==> config.mk <==
export PLATFORM = sky130hd
export DESIGN_NAME = dpram_port_host
export DESIGN_NICKNAME = d
export VERILOG_FILES = /design/src/dpram_port_host.v /design/src/pin_sync.v
export VERILOG_INCLUDE_DIRS = /design/src
export SDC_FILE = /design/constraint.sdc
export NUM_CORES = 1
export LEC_CHECK = 0
export ABC_AREA = 1
export BUFFER_PORTS_ARGS = -buffer_cell sky130_fd_sc_hd__clkbuf_2
export CORE_ASPECT_RATIO = 1.75
export CORE_UTILIZATION = 60
export DETAILED_ROUTE_END_ITERATION = 10
export GPL_TIMING_DRIVEN = 0
export PLACE_DENSITY = 0.85
export SLEW_MARGIN = 20
export SYNTH_ARGS = -nofsm -noshare
export SYNTH_HDL_FRONTEND = slang
export SYNTH_SLANG_ARGS = --single-unit
==> constraint.sdc <==
create_clock -name clk_sys -period 2.93 [get_ports clk_sys]
set_input_delay 0.1465 -clock clk_sys [delete_from_list [all_inputs] [get_ports clk_sys]]
set_output_delay 0.1465 -clock clk_sys [all_outputs]
set_load 0.005 [all_outputs]
==> src/dpram_host_consts.vh <==
`ifndef DPRAM_HOST_CONSTS_VH
`define DPRAM_HOST_CONSTS_VH

// ----------------------------------------
// software register indices
// ----------------------------------------
`define REG_CMD 3'h0
`define REG_ADDR 3'h1
`define REG_WDATA 3'h2
`define REG_RDATA 3'h3
`define REG_STATUS 3'h4
`define REG_CONFIG 3'h5

// ----------------------------------------
// command word fields
// ----------------------------------------
`define CMD_START 0
`define CMD_OP_LO 1
`define CMD_OP_HI 2
`define CMD_LOW_LANE 3
`define CMD_HIGH_LANE 4
`define OP_MEM_READ 2'h0
`define OP_MEM_WRITE 2'h1
`define OP_FLAG_READ 2'h2
`define OP_FLAG_WRITE 2'h3

// ----------------------------------------
// status and config fields
// ----------------------------------------
`define ST_ACTIVE 0
`define ST_DONE 1
`define ST_CONTEND 2
`define ST_MAILBOX 3
`define ST_BUSY_PIN 4
`define CFG_SLAVE 0

// ----------------------------------------
// flag latch addressing
// ----------------------------------------
`define FLAG_ADDR_BITS 3

// ----------------------------------------
// timing, slower speed grade, in ns
// ----------------------------------------
`define CLK_PERIOD_NS 5
`define ACCESS_TIME_NS 20
`define WRITE_PULSE_NS 15
`define SLAVE_RELEASE_HOLD_NS 15
`define FLAG_UPDATE_GAP_NS 10
`define NS_TO_CYC(ns) (((ns) + `CLK_PERIOD_NS - 1) / `CLK_PERIOD_NS)

`endif

==> src/dpram_port_host.v <==
// Functional notes
// - write line stays high whenever the address lines change
// - write line stays high for the whole of every read
// - memory access: memory select low, flag select high, lane selects separate
// - flag access: memory select high throughout, flag select is the chip select
// - never drive data lines while the device may still drive them
// - slave write: hold write line low a release time after contention ends
// - after flag write, drop flag select or output enable before reading
//
// Decided for this implementation: the register offsets and strobed register access.
`timescale 1ns/1ps
`include "dpram_host_consts.vh"

module dpram_port_host #(
    parameter ADDR_W = 16,
    parameter DATA_W = 16
) (
    input wire clk_sys,
    input wire arst_n,
    input wire [2:0] reg_addr,
    input wire [15:0] reg_wdata,
    input wire reg_wr,
    input wire reg_rd,
    output reg [15:0] reg_rdata,
    output reg [ADDR_W-1:0] ram_addr,
    output reg mem_select_n,
    output reg flag_select_n,
    output reg high_lane_select_n,
    output reg low_lane_select_n,
    output reg rw_n,
    output reg oe_n,
    output reg [DATA_W-1:0] data_out,
    output reg data_oe,
    input wire [DATA_W-1:0] data_in,
    input wire contend_n,
    input wire mailbox_int_n
);

    // cycle counts worked out wide, then cut to the counter width on purpose
    localparam integer ACCESS_CYC_I = `NS_TO_CYC(`ACCESS_TIME_NS);
    localparam integer PULSE_CYC_I = `NS_TO_CYC(`WRITE_PULSE_NS);
    localparam integer HOLD_CYC_I = `NS_TO_CYC(`SLAVE_RELEASE_HOLD_NS);
    localparam integer GAP_CYC_I = `NS_TO_CYC(`FLAG_UPDATE_GAP_NS);
    localparam [3:0] ACCESS_CYC = ACCESS_CYC_I[3:0];
    localparam [3:0] PULSE_CYC = PULSE_CYC_I[3:0];
    localparam [3:0] HOLD_CYC = HOLD_CYC_I[3:0];
    localparam [3:0] GAP_CYC = GAP_CYC_I[3:0];

    localparam [6:0] S_IDLE = 7'h01;
    localparam [6:0] S_SETUP = 7'h02;
    localparam [6:0] S_WRITE = 7'h04;
    localparam [6:0] S_RELEASE = 7'h08;
    localparam [6:0] S_TAIL = 7'h10;
    localparam [6:0] S_GAP = 7'h20;
    localparam [6:0] S_READ = 7'h40;

    reg [6:0] state_reg;
    reg [3:0] cnt_reg;
    reg [1:0] op_reg;
    reg [ADDR_W-1:0] addr_reg;
    reg [DATA_W-1:0] wdata_reg;
    reg [DATA_W-1:0] rdata_reg;
    reg slave_reg;
    reg done_reg;
    reg contend_seen_reg;
    wire [1:0] pins_level;
    wire busy_level_n;
    wire int_level_n;
    wire start_req;
    wire clear_contend;
    wire busy_hit;

    // ----------------------------------------
    // pin input synchronisers
    // ----------------------------------------
    pin_sync #(
        .WIDTH(2),
        .IDLE_VAL(2'h3)
    ) u_sync (
        .clk_sys(clk_sys),
        .arst_n(arst_n),
        .pin_in({mailbox_int_n, contend_n}),
        .level_out(pins_level)
    );

    assign busy_level_n = pins_level[0];
    assign int_level_n = pins_level[1];

    // flag accesses only carry the latch index, upper lines held at zero
    function [ADDR_W-1:0] pin_address;
        input [1:0] op;
        input [ADDR_W-1:0] addr;
        begin
            if (op[1]) begin
                pin_address = {{(ADDR_W-`FLAG_ADDR_BITS){1'b0}}, addr[`FLAG_ADDR_BITS-1:0]};
            end else begin
                pin_address = addr;
            end
        end
    endfunction

    // ----------------------------------------
    // software port decode
    // ----------------------------------------
    assign start_req = reg_wr && (reg_addr == `REG_CMD) && reg_wdata[`CMD_START] && (state_reg == S_IDLE);
    assign clear_contend = reg_wr && (reg_addr == `REG_STATUS) && reg_wdata[`ST_CONTEND];
    // contention only counts while an access holds the port
    assign busy_hit = !busy_level_n && (state_reg != S_IDLE);

    // read data stand the cycle after the strobe
    always @(posedge clk_sys or negedge arst_n) begin
        if (!arst_n) begin
            reg_rdata <= 16'h0000;
        end else if (reg_rd) begin
            case (reg_addr)
                `REG_ADDR: reg_rdata <= addr_reg;
                `REG_WDATA: reg_rdata <= wdata_reg;
                `REG_RDATA: reg_rdata <= rdata_reg;
                `REG_STATUS: reg_rdata <= {11'h000, !busy_level_n, !int_level_n, contend_seen_reg, done_reg,
                    (state_reg != S_IDLE)};
                `REG_CONFIG: reg_rdata <= {15'h0000, slave_reg};
                default: reg_rdata <= 16'h0000;
            endcase
        end else begin
            reg_rdata <= 16'h0000;
        end
    end

    // config and access parameters, writable only while idle
    always @(posedge clk_sys or negedge arst_n) begin
        if (!arst_n) begin
            slave_reg <= 1'b0;
            addr_reg <= {ADDR_W{1'b0}};
            wdata_reg <= {DATA_W{1'b0}};
        end else if (reg_wr && (state_reg == S_IDLE)) begin
            if (reg_addr == `REG_CONFIG) begin
                slave_reg <= reg_wdata[`CFG_SLAVE];
            end
            if (reg_addr == `REG_ADDR) begin
                addr_reg <= reg_wdata[ADDR_W-1:0];
            end
            if (reg_addr == `REG_WDATA) begin
                wdata_reg <= reg_wdata[DATA_W-1:0];
            end
        end
    end

    // sticky contention: a new hit beats a clear in the same cycle
    always @(posedge clk_sys or negedge arst_n) begin
        if (!arst_n) begin
            contend_seen_reg <= 1'b0;
        end else if (busy_hit) begin
            contend_seen_reg <= 1'b1;
        end else if (clear_contend) begin
            contend_seen_reg <= 1'b0;
        end
    end

    // ----------------------------------------
    // pin sequencer
    // ----------------------------------------
    always @(posedge clk_sys or negedge arst_n) begin
        if (!arst_n) begin
            state_reg <= S_IDLE;
            cnt_reg <= 4'h0;
            op_reg <= `OP_MEM_READ;
            rdata_reg <= {DATA_W{1'b0}};
            done_reg <= 1'b0;
            ram_addr <= {ADDR_W{1'b0}};
            mem_select_n <= 1'b1;
            flag_select_n <= 1'b1;
            high_lane_select_n <= 1'b1;
            low_lane_select_n <= 1'b1;
            rw_n <= 1'b1;
            oe_n <= 1'b1;
            data_out <= {DATA_W{1'b0}};
            data_oe <= 1'b0;
        end else begin
            case (state_reg)
                S_IDLE: begin
                    if (start_req) begin
                        op_reg <= reg_wdata[`CMD_OP_HI:`CMD_OP_LO];
                        done_reg <= 1'b0;
                        // address moves only here, with the write line high
                        ram_addr <= pin_address(reg_wdata[`CMD_OP_HI:`CMD_OP_LO], addr_reg);
                        mem_select_n <= reg_wdata[`CMD_OP_HI];
                        flag_select_n <= !reg_wdata[`CMD_OP_HI];
                        high_lane_select_n <= !reg_wdata[`CMD_HIGH_LANE];
                        low_lane_select_n <= !reg_wdata[`CMD_LOW_LANE];
                        if (reg_wdata[`CMD_OP_LO]) begin
                            state_reg <= S_SETUP;
                        end else begin
                            oe_n <= 1'b0;
                            cnt_reg <= ACCESS_CYC;
                            state_reg <= S_READ;
                        end
                    end
                end
                S_SETUP: begin
                    // output enable stays high in writes, so the bus is ours to drive
                    rw_n <= 1'b0;
                    data_oe <= 1'b1;
                    data_out <= op_reg[1] ? {{(DATA_W-1){1'b0}}, wdata_reg[0]} : wdata_reg;
                    cnt_reg <= PULSE_CYC;
                    state_reg <= S_WRITE;
                end
                S_WRITE: begin
                    if (cnt_reg > 4'h1) begin
                        cnt_reg <= cnt_reg - 4'h1;
                    end else if (slave_reg) begin
                        cnt_reg <= HOLD_CYC;
                        state_reg <= S_RELEASE;
                    end else begin
                        state_reg <= S_TAIL;
                    end
                end
                S_RELEASE: begin
                    // restart the hold for as long as contention is seen
                    if (!busy_level_n) begin
                        cnt_reg <= HOLD_CYC;
                    end else if (cnt_reg > 4'h1) begin
                        cnt_reg <= cnt_reg - 4'h1;
                    end else begin
                        state_reg <= S_TAIL;
                    end
                end
                S_TAIL: begin
                    rw_n <= 1'b1;
                    cnt_reg <= GAP_CYC;
                    state_reg <= S_GAP;
                end
                S_READ: begin
                    // rw_n never leaves high in this state
                    if (cnt_reg > 4'h1) begin
                        cnt_reg <= cnt_reg - 4'h1;
                    end else if (!busy_level_n && !op_reg[1]) begin
                        cnt_reg <= ACCESS_CYC;
                    end else begin
                        rdata_reg <= data_in;
                        cnt_reg <= GAP_CYC;
                        state_reg <= S_GAP;
                    end
                end
                S_GAP: begin
                    // selects and output enable high before any next access
                    mem_select_n <= 1'b1;
                    flag_select_n <= 1'b1;
                    oe_n <= 1'b1;
                    high_lane_select_n <= 1'b1;
                    low_lane_select_n <= 1'b1;
                    data_oe <= 1'b0;
                    if (cnt_reg > 4'h1) begin
                        cnt_reg <= cnt_reg - 4'h1;
                    end else begin
                        done_reg <= 1'b1;
                        state_reg <= S_IDLE;
                    end
                end
                default: begin
                    state_reg <= S_IDLE;
                end
            endcase
        end
    end

endmodule

==> src/pin_sync.v <==
`timescale 1ns/1ps

// three-stage synchroniser; output follows once stages two and three agree
module pin_sync #(
    parameter WIDTH = 2,
    parameter [WIDTH-1:0] IDLE_VAL = {WIDTH{1'b1}}
) (
    input wire clk_sys,
    input wire arst_n,
    input wire [WIDTH-1:0] pin_in,
    output reg [WIDTH-1:0] level_out
);

    reg [WIDTH-1:0] s1_reg;
    reg [WIDTH-1:0] s2_reg;
    reg [WIDTH-1:0] s3_reg;
    integer i;

    // ----------------------------------------
    // stage chain, stage one feeds stage two only
    // ----------------------------------------
    always @(posedge clk_sys or negedge arst_n) begin
        if (!arst_n) begin
            s1_reg <= IDLE_VAL;
            s2_reg <= IDLE_VAL;
            s3_reg <= IDLE_VAL;
            level_out <= IDLE_VAL;
        end else begin
            s1_reg <= pin_in;
            s2_reg <= s1_reg;
            s3_reg <= s2_reg;
            for (i = 0; i < WIDTH; i = i + 1) begin
                if (s2_reg[i] == s3_reg[i]) begin
                    level_out[i] <= s3_reg[i];
                end
            end
        end
    end

endmodule

# Yosys cells after proc, flatten, opt, wreduce, memory -nomap -nowiden

Cells that the tools add are included.

Reductions and logical operators: 30
Bitwise gates (word level): 2
Muxes and demuxes: 41
$add $sub $neg: 1
Order comparisons: 1
Equality and inequality tests: 24

Operator list:

| operator           | number |
|---|---|
| $pmux 16 s5        | 1 |
| $mux 7             | 8 |
| $pmux 7 s7         | 1 |
| $mux 16            | 3 |
| $mux 4             | 7 |
| $pmux 4 s7         | 1 |
| $pmux 1 s2         | 8 |
| $ne 2x2->1 const B | 7 |
| $mux 1             | 10 |
| $reduce_and 2->1   | 5 |
| $reduce_and 3->1   | 3 |
| $logic_and 1x1->1  | 8 |
| $reduce_bool 2->1  | 4 |
| $eq 7x1->1 const B | 1 |
| $eq 7x2->1 const B | 1 |
| $eq 7x3->1 const B | 1 |
| $eq 7x4->1 const B | 1 |
| $eq 7x5->1 const B | 1 |
| $eq 7x6->1 const B | 1 |
| $eq 7x7->1 const B | 1 |
| $ne 7x1->1 const B | 1 |
| $reduce_and 7->1   | 1 |
| $reduce_bool 7->1  | 1 |
| $eq 3x2->1 const B | 2 |
| 13 further kinds   | 21 |

Logic and storage cells: 123
Output and inout bits: 55
Bits in registers: 127
Input port bits: 41

# Depth between registers and ports, before layout

Gate-level depths: netlist of the first run.

Depth after elaboration: 6
Mapped depth: 13
Gate-level depth less buffers: 13

# Hierarchy

A second synthesis of the first run with hierarchy kept.

Cells, all modules: 622
Area total of the unflattened synthesis: 5605.4 sq um

By module, submodules not included:

| module          | area an instance (sq um) | cells an instance | times used | sequential area each (sq um) |
|---|---|---|---|---|
| dpram_port_host | 5362.6                   | 606               | 1          | 2961.6 |
| pin_sync        | 242.7                    | 16                | 1          | 210.2 |

# Worst setup path after synthesis of the first run

OpenSTA, ideal clock, no wires.

Path type: register -> register
Start: register cnt_reg[0]
End: register rdata_reg[10]
Data required time: 2.805 ns
Path buffers: 1
Cell stages (with the launch flop): 10
Setup time: 0.125 ns
Arrival time: 1.615 ns
Setup slack: 1.190 ns
Clock period less this slack: 1.740 ns
Path through: dfrtp_1 > inv_1 > ha_1 > inv_1 > nand2_1 > nand2_2 > nor2_1 > nand2_4 > buf_6 > mux2_4

Cells in the longest elaborated chain, start to end: 3

Ends and longest elaborated chain:

| element                    | RTL line              | text |
|---|---|---|
| from (decl)                | dpram_port_host.v:58  | `reg [3:0] cnt_reg;` |
| from (signal assigned)     | dpram_port_host.v:209 | `cnt_reg <= cnt_reg - 4'h1;` |
| from (signal assigned)     | dpram_port_host.v:222 | `cnt_reg <= cnt_reg - 4'h1;` |
| from (signal assigned)     | dpram_port_host.v:235 | `cnt_reg <= cnt_reg - 4'h1;` |
| $gt 4x1->1                 | dpram_port_host.v:234 | `if (cnt_reg > 4'h1) begin` |
| $not 1->1 (no line)        | --                    |  |
| $reduce_and 3->1 (no line) | --                    |  |
| to (signal assigned)       | dpram_port_host.v:167 | `rdata_reg <= {DATA_W{1'b0}};` |
| to (signal assigned)       | dpram_port_host.v:239 | `rdata_reg <= data_in;` |
| to (decl)                  | dpram_port_host.v:62  | `reg [DATA_W-1:0] rdata_reg;` |

No other way between the ends.
A chain may end at the register's enable or synchronous reset.

# Worst setup path in the final report of the first run

Start: register cnt_reg[0]
End: register rdata_reg[8]

Same word-level chain as after synthesis.

==> results of run 1 <==
[layer usage]
metal	vias to the layer above	part of all wire (%)	GRT usage, %
li1	2250	-	-
met1	2523	31	41.5
met2	351	53	69.7
met3	123	6.9	9.16
met4	0	8.5	34.9
met5	-	0	0
[path summary, 6_finish.rpt]
kind	endpoint	cells after the start	slack [ns]	start
setup / recovery	rdata_reg[8]	9	0.81	cnt_reg[0]
hold / removal	addr_reg[13]	3	0.02	reg_wdata[13]
setup reg to reg	rdata_reg[8]	9	0.81	cnt_reg[0]
hold reg to reg	u_sync.s2_reg[0]	0	0.35	u_sync.s1_reg[0]
max in group asynchronous	oe_n	3	1.92	arst_n
min in group asynchronous	ram_addr[11]	2	0.26	arst_n
[cell usage in the layout, fill, tap and decap left out, types with 3 or more instances in the layout]
master         instances
nand2_1              197
dfrtp_1              111
clkbuf_2              94
inv_1                 74
o21ai_0               58
nor2_1                40
dlygate4sd3_1         31
clkbuf_1              21
nand3_1               19
clkbuf_16             17
dfstp_2               15
o21ai_1               13
a21oi_1               11
o211ai_1               9
mux2_4                 8
mux2_2                 7
nor2_2                 6
nand2_2                6
clkbuf_8               5
ha_1                   4
a22oi_1                3
a41oi_1                3
nor2_4                 3
[cell families (layout without fill, tap and decap cells)]
| kind of cell | count (synthesis) | after routing | synth area share (%) |
|---|---|---|---|
| multiplexers | 15 | 15 | 3.61 |
| AND/OR/NAND/NOR | 277 | 277 | 20.8 |
| AO/OA/AOI/OAI | 101 | 101 | 10.1 |
| buffers and inverters | 94 | 253 | 6.72 |
| adder cells (fa/ha/maj) | 6 | 6 | 1.27 |
| flip-flops | 126 | 126 | 57.5 |
[tightest hold or removal path: stages]
cell and delay [ns]:
clkbuf_2 0.08, inv_1 0.08, o21ai_1 0.08
[power groups by stage]
| stage | sequential [mW] | combinational [mW] | clock [mW] |
|---|---|---|---|
| floorplan | 2.72 | 1.09 | 0 |
| global placement | 2.80 | 1.67 | 0 |
| detailed placement | 2.82 | 1.74 | 0 |
| CTS | 2.82 | 1.83 | 1.98 |
| global route | 2.91 | 2.12 | 2.05 |
| finish | 2.88 | 1.91 | 1.99 |
[layout make-up]
cell class | instances | share of cell area (%)
Sequential cell | 126 | 45.1
Multi-Input combinational cell | 399 | 28.0
Timing Repair Buffer | 127 | 11.7
Clock buffer | 30 | 7.32
Inverter | 76 | 4.06
Tap cell | 117 | 2.08
Buffer | 18 | 1.21
Clock inverter | 2 | 0.498
[cell usage after synthesis (3+ instances only)]
master,n
a21oi_1,11
a22oi_1,3
a41oi_1,3
clkbuf_1,12
dfrtp_1,111
dfstp_2,15
ha_1,4
inv_1,74
mux2_2,7
mux2_4,8
nand2_1,197
nand2_2,6
nand3_1,19
nor2_1,40
nor2_2,6
nor2_4,3
o211ai_1,9
o21ai_0,58
o21ai_1,13
[per-stage QoR]
stage	utilization, %	setup WS [ns]	TNS [ns]	instance area (um^2)
after floorplan	-	1.19	0	5510
after global placement	69.8	-0.0749	-7.03	6130
after detailed placement	70.2	0.868	0	6170
after CTS	80.0	0.818	0	7030
after global routing	80.0	0.640	0	7030
final	80.0	0.809	0	7030
[what timing repair did]
action,4_1_cts,5_1_grt
endpoints found under the hold margin,84,0
setup buffers,0,0
gates resized for setup,0,0
hold buffers,31,0
==> metrics, run 1 <==
outcome finished clean; f_max 472 MHz; Rows 45; clock sink count 126; Nets 810; # port buffers 95; RSZ-0062 raised after global routing false; Leak 3.67 nW; ys flop type dfrtp_1; placed cells 832; worst-path maximum fanout 10; final wirelength 17900 um; Net Count, Synth 664; Post-synth EDFFs 0; endpoints failing hold 0; CP arrival 2.41 ns; DRT iter0 DRCs 512; Clock Power Share 29.4%; WP buf/inv 3; DRT Pass-1 Iters 6; Int Pwr 4.37 mW; FF+latch count, synth 126; # fillers 554; Syn Inst Count 619; clk_lat worst skew 0.42 ns; Async SR Flop Fraction 100%; Setup crit start kind flip-flop; ant diodes 0; worst slew pin tran 0.715 ns; syn_area_per_cell 8.90 um^2; hpwl dp 10600 um; top area cells in the synthesized netlist dfrtp_1 50%, nand2_1 13%, dfstp_2 7.2%; vias in the first global route 5626; Top delay family on crit path simple AND/OR/NAND/NOR gates; GRT Total Usage 41.2%; Clock Skews 0.0144 ns; CTS tree built; multi-input logic area 0.00197 mm^2; wire per inst 20.0 um; Overall Power 6.79 mW; Die W 74.5 um; sequential cell area 0.00317 mm^2; initial antenna violation count 0; logic gate share of total power 28.2%; Max-slew headroom 52.3%; Synth top area share 50.4%; Switch Pwr 2.42 mW; layout cells sized above 1 22.1%; Remaining DRCs 0; max_cap viols 0; Via Count 5247; H-Tree Depth 4; Critical Path RT 3.22 ns; maximum clock path buffer count 2; fin crit share 72.4%; Slew Viols, Final 0; Cell Area, Synth 0.00551 mm^2; Final min period 2.12 ns; number of placed I/O pins 96; CTS Root Cell clkbuf_16; clk slew on worst S/H paths 0.06 ns; yosys warns 0; die height 129 um; pwr dens 965 mW/mm^2; post-synthesis cell type count 33; vias per std cell 5.86; Non-Filler Instances 895; Seq/Total Area, Yosys 57.5%; first-pass GRT wire length 27900 um; Yosys top cell by area dfrtp_1; Hold Crit Class in2reg; total CTS buffers 17; starting density of the core 62.7%; critical path class reg2reg; Placer Congestion 0.946; Hold Slack 0.0169 ns; Area Growth Syn to Fin 27.5%; final setup violation count 0; CP Cell Sequence inv_1, ha_1, inv_1, nand2_1, nand2_2, nor2_1, nand2_4, buf_6, mux2_4; antenna viol nets, final 0; final global-route overflow total 0; CP max stage delay 0.41 ns; Die ar. 0.00959 mm^2; Reg power frac 42.5%; cell mode on critical path inv_1; CP Capture Type flip-flop; core area 0.00878 mm^2; largest net degree at the start of global routing 71; VDD IR max 0.685 mV; Max stage delay cell, worst path dfrtp_1; Switching Share 35.7%
(Power assumes the default switching activity.)
==> inputs of run 2 (changes only) <==
CORE_UTILIZATION = 50   (was 60)
PLACE_DENSITY = 0.75   (was 0.85)
clock period = 1.78 ns   (was 2.93 ns; I/O delays follow)
==> metrics, run 2 (synthesis results as in run 1) <==
CP Capture Type flip-flop; Top delay family on crit path flip-flops; CP Cell Sequence inv_2, ha_4, inv_4, nand2_8, nand2_8, nor2_4, nand2_4, clkbuf_16, mux2_4; Rows 50 (+11%); H-Tree Depth 4 (unchanged); DRT Pass-1 Iters 6 (unchanged); Critical Path RT 2.08 ns (-1.14 ns); Via Count 4992 (-4.9%); antenna viol nets, final 0 (unchanged); setup TNS 0 ns (unchanged); DRT iter0 DRCs 323 (-37%); maximum clock path buffer count 2 (unchanged); vias in the first global route 5267 (-6.4%); CP max stage delay 0.40 ns (about the same); clock sink count 126 (unchanged); CTS Root Cell clkbuf_16; Core Util, Final 70.5% (-9.6 points); ant diodes 0 (unchanged); final wirelength 16800 um (-6.2%); GRT Total Usage 31.5% (-9.8 points); worst slew pin tran 0.664 ns (-0.0507 ns); outcome finished clean; # port buffers 95 (unchanged); post-route cell area 0.00754 mm^2 (+7.2%); dpl cell area 0.00619 mm^2 (+0.26%); wire per inst 18.2 um (-9.1%); number of placed I/O pins 96 (unchanged); total CTS buffers 17 (unchanged); pre-CTS setup slack -0.239 ns (-1.11 ns); Hold Path Stages 3 (unchanged); vias per std cell 5.40 (-7.8%); Die W 81.4 um (+9.3%); CTS tree built; CP arrival 2.05 ns (-0.36 ns); core area 0.0107 mm^2 (+22%); final setup violation count 0 (unchanged); initial antenna violation count 0 (unchanged); Nets 826 (+2.0%); Max stage delay cell, worst path dfrtp_1; worst setup margin 0.0294 ns (-0.780 ns); Hold Crit Class in2reg; Reg2Reg Setup Slack 0.03 ns (-0.78 ns); CP startpoint cnt_reg[1]; Leak 3.88 nW (+5.5%); Placer Congestion 0.893 (-5.6%); final global-route overflow total 0 (unchanged); f_max 571 MHz (+21%); Area Growth Syn to Fin 36.8%; Slew Viols, Final 0 (unchanged); Clock Skews 0.00753 ns (-0.00684 ns); CP endpoint rdata_reg[11]; max_cap viols 0 (unchanged); Remaining DRCs 0 (unchanged); die height 141 um (+9.4%); layout cells sized above 1 27.1% (+5.0 points); starting density of the core 51.5% (-11 points); first-pass GRT wire length 26000 um (-7.0%); R2R Path Start cnt_reg[1]; VDD IR max 1.11 mV (+63%); Final min period 1.75 ns (-0.370 ns); Die ar. 0.0115 mm^2 (+20%); RSZ-0062 raised after global routing true; fin crit share 98.3% (+26 points); hold_sp reg_wdata[0]; worst-path maximum fanout 5 (-5); Max-slew headroom 55.7% (+3.4 points); largest net degree at the start of global routing 76 (+7.0%); endpoints failing hold 0 (unchanged); commonest non-fill, non-tap cell in the layout nand2_1; most frequent cells in the layout 193 x nand2_1, 110 x dfrtp_1, 94 x clkbuf_2, 70 x inv_1, 49 x o21ai_0; hpwl dp 11000 um (+4.0%); r2r worst-path depth 9 (unchanged); cell count along the critical path 9 (unchanged); critical path class reg2reg; pwr dens 1640 mW/mm^2 (+70%); clk slew on worst S/H paths 0.06 ns (about the same); Setup crit start kind flip-flop; clk_lat worst skew 0.41 ns (about the same); WP buf/inv 3 (unchanged); reg2reg end rdata_reg[11]; cell mode on critical path nand2_8
-- run 2: per-stage QoR --
| stage | power, mW | hold slack, ns | std cells |
|---|---|---|---|
| 2_1_floorplan | 6.28 | -0.207 | 619 |
| 3_3_place_gp | 7.39 | 0.180 | 844 |
| 3_5_place_dp | 7.54 | 0.0681 | 845 |
| 5_1_grt | 12.9 | 0.0805 | 924 |
| 6_report | 12.4 | 0.0693 | 924 |
| 4_1_cts | 12.0 | 0.0526 | 914 |
-- run 2: report_power, final --
group	total (mW)	internal, mW	switching (mW)
sequential	4.67	3.92	0.750
clock	4.21	2.92	1.30
combinational	3.47	1.42	2.06
-- run 2: what timing repair did --
item,in CTS,in global routing
buffers inserted,1,9
hold buffers,35,0
hold endpoints to repair,98,0
pin swaps,1,8
resized for setup,19,40
cloned,1,1
setup endpoints to repair,49,72
-- run 2: final cells by class --
type                    instances  area, um^2
inverters                      76         288
flip-flops and latches        126        3170
repair buffers                142         987
plain buffers                  18         116
well taps                     130         163
clock buffers                  18         429
fillers                       793        3160
clock inverters                14         288
multi-input cells             400        2090
-- run 2: how the worst min path moves through the flow --
stage / endpoint / slack (ns)
2_1_floorplan: addr_reg[0] / -0.21
3_3_place_gp: u_sync.s1_reg[0] / 0.18
3_5_place_dp: addr_reg[11] / 0.07
4_1_cts: wdata_reg[0] / 0.05
5_1_grt: addr_reg[0] / 0.08
6_report: wdata_reg[0] / 0.07
-- run 2: layer usage --
layer	share of wire, %	global-route usage (%)
met5	0	0
met2	55	54.3
met3	4.9	7.44
met1	35	32.0
met4	5.2	22.4
-- run 2: worst reg2reg max path: cells and delay by family, from the launching register on --
family / cells / cell delay (ns)
mux: 1 / 0.29
fa+ha+maj: 1 / 0.17
simple gates: 4 / 0.41
buf+inv: 3 / 0.37
flops: 1 / 0.40
